### config.mk
export PLATFORM = sky130hd
export DESIGN_NAME = config_regs_addr_decoder
export DESIGN_NICKNAME = d
export VERILOG_FILES = /design/src/design/config_regs_pkg.sv /design/src/design/config_index_port.sv /design/src/design/addr_decoder.sv /design/src/design/config_regs_addr_decoder.sv
export VERILOG_INCLUDE_DIRS = /design/src /design/src/design
export SDC_FILE = /design/constraint.sdc
export NUM_CORES = 1
export LEC_CHECK = 0
export BUFFER_PORTS_ARGS = -buffer_cell sky130_fd_sc_hd__buf_2
export CAP_MARGIN = 10
export CORE_MARGIN = 10
export CORE_UTILIZATION = 53
export CTS_CLUSTER_SIZE = 10
export DETAILED_ROUTE_END_ITERATION = 12
export PLACE_DENSITY_LB_ADDON = 0.25
export SYNTH_ARGS = -nofsm -noshare
export SYNTH_HDL_FRONTEND = slang
export SYNTH_SLANG_ARGS = --single-unit
### constraint.sdc
create_clock -name clk -period 2.4 [get_ports clk]
set_input_delay 0.12 -clock clk [delete_from_list [all_inputs] [get_ports clk]]
set_output_delay 0.12 -clock clk [all_outputs]
set_load 0.05 [all_outputs]
### src/design/config_regs_defines.svh
// Register indices, field positions, write masks and reset values
// Assumes inclusion by bare name from the design files
`ifndef CONFIG_REGS_DEFINES_SVH
`define CONFIG_REGS_DEFINES_SVH

// ==========================================
// Register indices
`define IDX_DECODER_ADDR_LOW       8'h08
`define IDX_DECODER_ADDR_HIGH_CFG  8'h09
`define IDX_IR_MUX_FIFO_THRESHOLD  8'h0A
`define IDX_DRIVE_RATE_SELECT      8'h0B
`define IDX_SERIAL_MODE_CONTROL    8'h0C
`define IDX_DEVICE_IDENTITY        8'h0D
`define IDX_SILICON_REVISION       8'h0E
`define IDX_TEST_CONTROL_A         8'h0F
`define IDX_TEST_CONTROL_B         8'h10

// ==========================================
// Reset values
`define RST_DECODER_ADDR_LOW       8'h00
`define RST_DECODER_ADDR_HIGH_CFG  8'h00
`define RST_IR_MUX_FIFO_THRESHOLD  8'h00
`define RST_DRIVE_RATE_SELECT      8'h00
`define RST_SERIAL_MODE_CONTROL    8'h02
`define RST_TEST_CONTROL           8'h00

// ==========================================
// Writable bits; the rest are reserved and read zero
`define WMASK_DECODER_ADDR_LOW     8'hF0
`define WMASK_DECODER_ADDR_HIGH    8'hCF
`define WMASK_IR_MUX_FIFO          8'hCF

// ==========================================
// Field positions
`define POS_DEC_LOW_NIBBLE         4
`define POS_DEC_CFG                6
`define POS_IR_MUX                 6
`define POS_HIGH_ADDR_ZERO         12

`endif

### src/design/config_regs_pkg.sv
// Types shared by the configuration register bank
// Assumes config_regs_defines.svh carries all numeric constants
package config_regs_pkg;

  // Host access strobes, one cycle each, on the clk domain
  typedef struct packed {
    logic       idx_wr;
    logic       dat_wr;
    logic       dat_rd;
    logic [7:0] wdata;
  } host_req_t;

  typedef enum logic [1:0] {
    DEC_OFF  = 2'b00,
    DEC_1B   = 2'b01,
    DEC_8B   = 2'b10,
    DEC_16B  = 2'b11
  } dec_size_t;

  typedef enum logic [1:0] {
    IR_FIRST  = 2'b00,
    IR_SECOND = 2'b01,
    IR_RSVD   = 2'b10,
    IR_OFF    = 2'b11
  } ir_mux_t;

  typedef enum logic [2:0] {
    MODE_STANDARD = 3'b000,
    MODE_PULSE_IR = 3'b001,
    MODE_ASK_IR   = 3'b010
  } serial2_mode_t;

  typedef struct packed {
    logic          uart2_high_speed;
    logic          uart1_high_speed;
    serial2_mode_t uart2_mode;
    logic          uart2_half_duplex;
    logic          uart2_tx_active_low;
    logic          uart2_rx_active_low;
  } serial_mode_t;

endpackage

### src/design/config_index_port.sv
// Index register and access qualification for the configuration bank
// Assumes strobes are synchronous to clk and config_state is a clean level
`timescale 1ns/1ns
module config_index_port (
  input  wire logic                    clk,          // System clock
  input  wire logic                    srst,         // Sync reset, high
  input  wire logic                    config_state, // Device in config state
  input  wire config_regs_pkg::host_req_t host_req,  // Host strobes and data
  output logic [7:0]                   cfg_index,    // Current index
  output logic                         reg_wr,       // Qualified data write
  output logic                         reg_rd        // Qualified data read
);
  import config_regs_pkg::*;

  // ==========================================
  // Index register, loaded only in configuration state
  always_ff @(posedge clk) begin
    if (srst) begin
      cfg_index <= 8'h00;
    end else if (config_state && host_req.idx_wr) begin
      cfg_index <= host_req.wdata;
    end
  end

  // Outside configuration state data accesses do nothing
  assign reg_wr = config_state & host_req.dat_wr;
  assign reg_rd = config_state & host_req.dat_rd;

endmodule

### src/design/addr_decoder.sv
// General address decoder window match
// Assumes host_addr is stable while the select is in use
`timescale 1ns/1ns
`include "config_regs_defines.svh"
module addr_decoder (
  input  wire logic [15:0]              host_addr,  // Host I/O address
  input  wire logic [7:0]               base_addr,  // Programmed A11:A4
  input  wire config_regs_pkg::dec_size_t size,     // Window size
  output logic                          hit         // Window match
);
  import config_regs_pkg::*;

  wire upper_zero = (host_addr[15:`POS_HIGH_ADDR_ZERO] == 4'h0);
  wire base_eq    = (host_addr[11:4] == base_addr);
  logic low_ok;

  // Size picks how many low address bits must be zero
  always_comb begin
    case (size)
      DEC_1B:  low_ok = (host_addr[3:0] == 4'h0);
      DEC_8B:  low_ok = ~host_addr[3];
      DEC_16B: low_ok = 1'b1;
      default: low_ok = 1'b0;
    endcase
  end

  assign hit = upper_zero & base_eq & low_ok;

endmodule

### src/design/config_regs_addr_decoder.sv
// Configuration registers 08h..10h with address decoder and IR pin mux
// Assumes host strobes on clk; IR receive pins are asynchronous
`timescale 1ns/1ns
`include "config_regs_defines.svh"
module config_regs_addr_decoder #(
  parameter logic [7:0] DEVICE_ID = 8'h5A,  // Arbitrary identification value
  parameter logic [7:0] REVISION  = 8'h00   // Silicon revision level
) (
  input  wire logic                      clk,                     // System clock
  input  wire logic                      srst,                    // Sync reset, high
  input  wire logic                      config_state,            // Config state level
  input  wire config_regs_pkg::host_req_t host_req,               // Host strobes
  input  wire logic [15:0]               host_addr,               // Host I/O address
  output logic [7:0]                     host_rdata,              // Read data
  output logic                           decoder_select_n,        // Decoder select, low
  output logic [3:0]                     fifo_threshold,          // ECP FIFO threshold
  output logic [7:0]                     rate_table_select,       // Per-drive rate table
  output config_regs_pkg::serial_mode_t  serial_mode,             // Serial mode fields
  output logic [7:0]                     test_control_a,          // Test register A
  output logic [7:0]                     test_control_b,          // Test register B
  input  wire logic                      uart2_tx,                // Second port transmit
  output logic                           uart2_rx,                // Second port receive
  input  wire logic                      ir_receive_first,        // First IR receive pin
  input  wire logic                      ir_receive_second,       // Second IR receive pin
  output logic                           ir_transmit_first,       // First IR transmit
  output logic                           ir_transmit_first_oe_n,  // Low while driving
  output logic                           ir_transmit_second,      // Second IR transmit
  output logic                           ir_transmit_second_oe_n  // Low while driving
);
  import config_regs_pkg::*;

  // ==========================================
  // Write-mask merge, used for every masked register
  function automatic logic [7:0] masked(input logic [7:0] wdata, input logic [7:0] wmask);
    masked = wdata & wmask;
  endfunction

  // ==========================================
  // Index port
  logic [7:0] cfg_index;
  logic       reg_wr;
  logic       reg_rd;

  config_index_port u_index (
    .clk          (clk),
    .srst         (srst),
    .config_state (config_state),
    .host_req     (host_req),
    .cfg_index    (cfg_index),
    .reg_wr       (reg_wr),
    .reg_rd       (reg_rd)
  );

  // ==========================================
  // Index decode
  wire sel_dec_low  = (cfg_index == `IDX_DECODER_ADDR_LOW);
  wire sel_dec_high = (cfg_index == `IDX_DECODER_ADDR_HIGH_CFG);
  wire sel_fifo     = (cfg_index == `IDX_IR_MUX_FIFO_THRESHOLD);
  wire sel_rate     = (cfg_index == `IDX_DRIVE_RATE_SELECT);
  wire sel_serial   = (cfg_index == `IDX_SERIAL_MODE_CONTROL);
  wire sel_test_a   = (cfg_index == `IDX_TEST_CONTROL_A);
  wire sel_test_b   = (cfg_index == `IDX_TEST_CONTROL_B);

  wire wr_dec_low   = reg_wr & sel_dec_low;
  wire wr_dec_high  = reg_wr & sel_dec_high;
  wire wr_fifo      = reg_wr & sel_fifo;
  wire wr_rate      = reg_wr & sel_rate;
  wire wr_serial    = reg_wr & sel_serial;
  wire wr_test_a    = reg_wr & sel_test_a;
  wire wr_test_b    = reg_wr & sel_test_b;

  // ==========================================
  // Register storage
  logic [7:0] decoder_addr_low;
  logic [7:0] decoder_addr_high_cfg;
  logic [7:0] ir_mux_fifo_threshold;
  logic [7:0] drive_rate_select;
  logic [7:0] serial_mode_control;

  // Reserved bits never store, so they read back zero
  always_ff @(posedge clk) begin
    if (srst) begin
      decoder_addr_low <= `RST_DECODER_ADDR_LOW;
    end else if (wr_dec_low) begin
      decoder_addr_low <= masked(host_req.wdata, `WMASK_DECODER_ADDR_LOW);
    end
  end

  always_ff @(posedge clk) begin
    if (srst) begin
      decoder_addr_high_cfg <= `RST_DECODER_ADDR_HIGH_CFG;
    end else if (wr_dec_high) begin
      decoder_addr_high_cfg <= masked(host_req.wdata, `WMASK_DECODER_ADDR_HIGH);
    end
  end

  always_ff @(posedge clk) begin
    if (srst) begin
      ir_mux_fifo_threshold <= `RST_IR_MUX_FIFO_THRESHOLD;
    end else if (wr_fifo) begin
      ir_mux_fifo_threshold <= masked(host_req.wdata, `WMASK_IR_MUX_FIFO);
    end
  end

  always_ff @(posedge clk) begin
    if (srst) begin
      drive_rate_select <= `RST_DRIVE_RATE_SELECT;
    end else if (wr_rate) begin
      drive_rate_select <= host_req.wdata;
    end
  end

  // Reserved mode codes are stored as written; the port treats them as its own
  always_ff @(posedge clk) begin
    if (srst) begin
      serial_mode_control <= `RST_SERIAL_MODE_CONTROL;
    end else if (wr_serial) begin
      serial_mode_control <= host_req.wdata;
    end
  end

  // Test registers hold what is written; nothing inside acts on them
  always_ff @(posedge clk) begin
    if (srst) begin
      test_control_a <= `RST_TEST_CONTROL;
      test_control_b <= `RST_TEST_CONTROL;
    end else begin
      if (wr_test_a) begin
        test_control_a <= host_req.wdata;
      end
      if (wr_test_b) begin
        test_control_b <= host_req.wdata;
      end
    end
  end

  // ==========================================
  // Field views
  wire [3:0] decode_addr_low_nibble  = decoder_addr_low[7:`POS_DEC_LOW_NIBBLE];
  wire [3:0] decode_addr_high_nibble = decoder_addr_high_cfg[3:0];
  wire [1:0] dec_cfg_bits            = decoder_addr_high_cfg[7:`POS_DEC_CFG];
  wire [1:0] ir_mux_bits             = ir_mux_fifo_threshold[7:`POS_IR_MUX];
  wire       fifo_threshold_bit      = ir_mux_fifo_threshold[0];

  dec_size_t dec_size;
  ir_mux_t   ir_mux;
  assign dec_size = dec_size_t'(dec_cfg_bits);
  assign ir_mux   = ir_mux_t'(ir_mux_bits);

  // ==========================================
  // Plain field outputs, each straight from its register
  assign fifo_threshold    = {ir_mux_fifo_threshold[3:1], fifo_threshold_bit};
  assign rate_table_select = drive_rate_select;
  assign serial_mode       = serial_mode_t'(serial_mode_control);

  // ==========================================
  // General address decoder
  logic dec_hit;

  addr_decoder u_decoder (
    .host_addr (host_addr),
    .base_addr ({decode_addr_high_nibble, decode_addr_low_nibble}),
    .size      (dec_size),
    .hit       (dec_hit)
  );

  // Combinational on purpose: a registered select would miss short I/O cycles
  assign decoder_select_n = ~dec_hit;

  // ==========================================
  // Read path, one cycle after the read strobe
  logic [7:0] read_value;

  always_comb begin
    case (cfg_index)
      `IDX_DECODER_ADDR_LOW:      read_value = decoder_addr_low;
      `IDX_DECODER_ADDR_HIGH_CFG: read_value = decoder_addr_high_cfg;
      `IDX_IR_MUX_FIFO_THRESHOLD: read_value = ir_mux_fifo_threshold;
      `IDX_DRIVE_RATE_SELECT:     read_value = drive_rate_select;
      `IDX_SERIAL_MODE_CONTROL:   read_value = serial_mode_control;
      `IDX_DEVICE_IDENTITY:       read_value = DEVICE_ID;
      `IDX_SILICON_REVISION:      read_value = REVISION;
      `IDX_TEST_CONTROL_A:        read_value = test_control_a;
      `IDX_TEST_CONTROL_B:        read_value = test_control_b;
      default:                    read_value = 8'h00;
    endcase
  end

  // Last read value holds until the next qualified read
  always_ff @(posedge clk) begin
    if (srst) begin
      host_rdata <= 8'h00;
    end else if (reg_rd) begin
      host_rdata <= read_value;
    end
  end

  // ==========================================
  // IR receive pin synchronisers
  logic [1:0] rx_meta;
  logic [1:0] rx_sync;
  wire  [1:0] rx_pins = {ir_receive_second, ir_receive_first};

  genvar g;
  generate
    for (g = 0; g < 2; g = g + 1) begin : g_rx_sync
      always_ff @(posedge clk) begin
        if (srst) begin
          rx_meta[g] <= 1'b0;
          rx_sync[g] <= 1'b0;
        end else begin
          rx_meta[g] <= rx_pins[g];
          rx_sync[g] <= rx_meta[g];
        end
      end
    end
  endgenerate

  // ==========================================
  // IR pin routing
  // Reserved mux code is treated as off so no pin is driven by surprise
  wire use_first  = (ir_mux == IR_FIRST);
  wire use_second = (ir_mux == IR_SECOND);

  // Polarity is applied here so the port core stays polarity free
  wire rx_routed  = use_second ? rx_sync[1] : rx_sync[0];
  wire next_rx    = rx_routed ^ serial_mode_control[0];
  wire next_tx    = uart2_tx ^ serial_mode_control[1];
  // Half duplex blanks receive while the transmitter is active
  wire tx_active  = next_tx ^ serial_mode_control[1];
  wire rx_blank   = serial_mode_control[2] & tx_active;
  wire rx_idle    = serial_mode_control[0];

  always_ff @(posedge clk) begin
    if (srst) begin
      uart2_rx                <= 1'b0;
      ir_transmit_first       <= 1'b0;
      ir_transmit_second      <= 1'b0;
      ir_transmit_first_oe_n  <= 1'b1;
      ir_transmit_second_oe_n <= 1'b1;
    end else begin
      uart2_rx                <= rx_blank ? ~rx_idle : next_rx;
      ir_transmit_first       <= next_tx;
      ir_transmit_second      <= next_tx;
      ir_transmit_first_oe_n  <= ~use_first;
      ir_transmit_second_oe_n <= ~use_second;
    end
  end

endmodule

==> results.json <==
{
  "cp-end-kind": "output pin",
  "synth-seq-area-share_pct": 42.2,
  "outcome": "finished, final reports clean",
  "die_area_sq_um": 10100,
  "post-dp-hpwl_um": 7330,
  "postCtsSetupBuffers": 0,
  "worst_pin_slew_ns": 0.753,
  "drive_gt1_share_pct": 29.4,
  "crit_fanout": 3,
  "portBuffers": 82,
  "synth_warnings": 0,
  "std_cell_rows": 29,
  "pwr-share-comb_pct": 8.0,
  "cp_cell_sequence": "xor2_1 -> nor4_1 -> o2111ai_1 -> or4_1 -> buf_2",
  "p_sw_uw": 611,
  "synth_edf_count": 0,
  "clock.fmax_mhz": 465,
  "period_share_pct": 89.5,
  "coreArea_sq_um": 6310,
  "switching_share_pct": 23.5,
  "hold_viol": 0,
  "cts_tree": "built",
  "cp_top_family": "simple AND/OR/NAND/NOR gates",
  "path_buf_inv": 1,
  "grtUsageTotal_pct": 19.7,
  "syn_area_per_cell_sq_um": 9.50,
  "critPathSlowestCell": "or4_1",
  "drt_wl_total_um": 9920,
  "grt-ovfl-total": 0,
  "setup-tns-final_ns": 0,
  "utilization_pct": 65.8,
  "die-width_um": 100,
  "synth.cells.most_frequent": "72 x dfxtp_1, 56 x nor2_1, 52 x mux2i_1",
  "synth.most_common_cell": "dfxtp_1",
  "slew-limit-headroom_pct": 49.1,
  "antenna_found_initial": 0,
  "grt_pass1_wl_um": 16000,
  "yosys.area.top_type": "dfxtp_1",
  "ctsLongestPathBuffers": 2,
  "max-cap-violations": 0,
  "cts_sinks": 72,
  "cpPeakStageDelay_ns": 0.53,
  "via_per_inst": 5.74,
  "grt_pass1_vias": 3013,
  "async_flop_share_pct": 0,
  "ir_worst_vdd_mv": 0.364,
  "routabilityCongestion": 0.909,
  "start_kind": "flop",
  "setup_viol": 0,
  "grt_start_max_net_pins": 65,
  "root_buffer": "clkbuf_8",
  "crit_type": "reg2out",
  "arrival_ns": 2.03,
  "post_drt_wl_per_cell_um": 19.0,
  "ant_nets": 0,
  "yosysTopAreaCellShare_pct": 42.2,
  "die_h_um": 100,
  "synth_flop_cell": "dfxtp_1",
  "internal_power_mw": 1.99,
  "hold_class": "in2reg",
  "syn_nets": 393,
  "critical_path_required_ns": 2.28,
  "leakagePower_nw": 1.66,
  "pwr-share-seq_pct": 46.9,
  "clk_pin_slew_ns": 0.08,
  "cellPowerDensity_nw_per_um2": 627,
  "syn_to_final_growth_pct": 21.6,
  "syn_area_sq_um": 3420,
  "io_pins": 83,
  "htreeDepth": 3,
  "routed-via-count": 2996,
  "drcViolationCount": 0,
  "cts_buffers": 9,
  "diodes": 0,
  "clkLatencyLatePin_ns": 0.34,
  "synthCells": 360,
  "rsz0062_at_grt": "false",
  "firstDrtPassIters": 5,
  "finClkSkew_ns": 0.00564,
  "period_needed_ns": 2.15,
  "fin_nets": 474,
  "cts_resized": 0,
  "dr.first_iter.drc_count": 167,
  "synth_seq_cells": 72,
  "slew_violations": 0,
  "synth_area_leaders": "dfxtp_1 42%, mux2i_1 15%, nor2_1 6.1%, nand2_1 2.2%, nor3_4 1.9%",
  "start_util_pct": 54.1,
  "yosysUniqueCellTypes": 56,
  "p_clk_share_pct": 45.1
}
## cell families (layout without fill, tap and decap cells)
group | count (synthesis) | in the layout | share of synthesized area (%)
muxes | 55 | 55 | 16.2
buffers and inverters | 33 | 118 | 4.87
and+or+nand+nor | 144 | 144 | 23.7
DFF | 72 | 72 | 42.2
AOI/OAI and AO/OA | 46 | 46 | 10.5
xor gates and xnor gates | 10 | 10 | 2.56
## path summary, 6_finish.rpt
path	startpoint	slack, ns	depth (start not counted)	end
min reg2reg	rx_meta[1]$_SDFF_PP0_	0.44	1	rx_sync[1]$_SDFF_PP0_
max	decoder_addr_high_cfg[0]$_SDFFE_PP0P_	0.25	5	decoder_select_n
max reg2reg	u_index.cfg_index[3]$_SDFFE_PP0P_	0.25	4	host_rdata[2]$_SDFFE_PP0P_
min	uart2_tx	0.04	3	ir_transmit_second$_SDFF_PP0_
## placed cells by master (no fill, tap or decap), types with 3 or more instances in the layout
cell,synthesis,layout
mux2_2,3,3
nor2b_1,7,7
a211oi_1,4,4
buf_2,4,82
nand4_1,4,4
dfxtp_1,72,72
a21oi_1,9,9
nand2_1,20,20
mux2i_1,52,52
clkbuf_8,0,10
nand3_1,9,9
nor4_1,5,5
buf_4,6,17
nand4bb_1,3,3
and3_1,3,3
a22o_1,5,5
nor4b_1,3,3
bufinv_16,0,3
nand3b_1,4,4
nor2_1,56,56
o211ai_1,7,7
nor3_1,6,6
nor3_4,4,4
a221oi_1,3,3
nand2b_1,3,3
xnor2_1,3,3
xor2_1,7,7
## registers in the layout (all words and copies together) (netlist names)
name / cells
uart2_rx: 1
serial_mode: 8
rx_sync: 2
ir_transmit_first_oe_n: 1
decoder_addr_low: 4
test_control_a: 8
ir_mux_fifo_threshold: 6
rx_meta: 2
ir_transmit_second: 1
host_rdata: 8
test_control_b: 8
decoder_addr_high_cfg: 6
u_index.cfg_index: 8
rate_table_select: 8
ir_transmit_second_oe_n: 1
## worst min-delay path: cells and delay by family
kind | cells | cell delay, ns
AND/OR/NAND/NOR | 1 | 0.07
XOR/XNOR | 1 | 0.06
buffers and inverters | 1 | 0.10
## stage by stage
| stage | hold slack (ns) | instances | power [mW] | instance area [sq um] | setup WS, ns |
|---|---|---|---|---|---|
| 2_1_floorplan | 0.238 | 360 | 1.38 | 3420 | 0.461 |
| 3_3_place_gp | 0.329 | 505 | 1.45 | 3890 | 0.370 |
| 3_5_place_dp | 0.341 | 505 | 1.45 | 3890 | 0.309 |
| 4_1_cts | 0.0351 | 522 | 2.61 | 4160 | 0.235 |
| 5_1_grt | 0.0888 | 522 | 2.68 | 4160 | 0.115 |
| 6_report | 0.0396 | 522 | 2.60 | 4160 | 0.251 |
## timing repair
item / CTS / global route
setup endpoints to repair: 0 / 0
endpoints found under the hold margin: 2 / 0
hold buffers: 2 / 0
## area by class of cell
type | count | area [sq um]
sequential | 72 | 1440
clock buffer | 10 | 138
tap | 77 | 96.3
timing repair buffer | 101 | 558
multi-input combinational | 255 | 1810
clock inverter | 5 | 105
inverter | 2 | 7.51
fill | 556 | 2160
## layer usage
metal / vias to the layer above / wire (um) / share of wire, % / GRT usage, %
li1: 1450 / - / - / -
met1: 1420 / 4310 / 43 / 25.9
met2: 115 / 4590 / 46 / 30.7
met3: 11 / 877 / 8.8 / 5.49
met4: 0 / 133 / 1.3 / 5.76
met5: - / 0 / 0 / 0
## power by group through the flow
| stage | combinational, mW | clock, mW | sequential [mW] |
|---|---|---|---|
| finish | 0.207 | 1.17 | 1.22 |
| global route | 0.225 | 1.23 | 1.22 |
| CTS | 0.208 | 1.18 | 1.22 |
| detailed placement | 0.205 | 0 | 1.25 |
| global placement | 0.203 | 0 | 1.25 |
| floorplan | 0.123 | 0 | 1.25 |
Power figures use the tool's default switching activity.
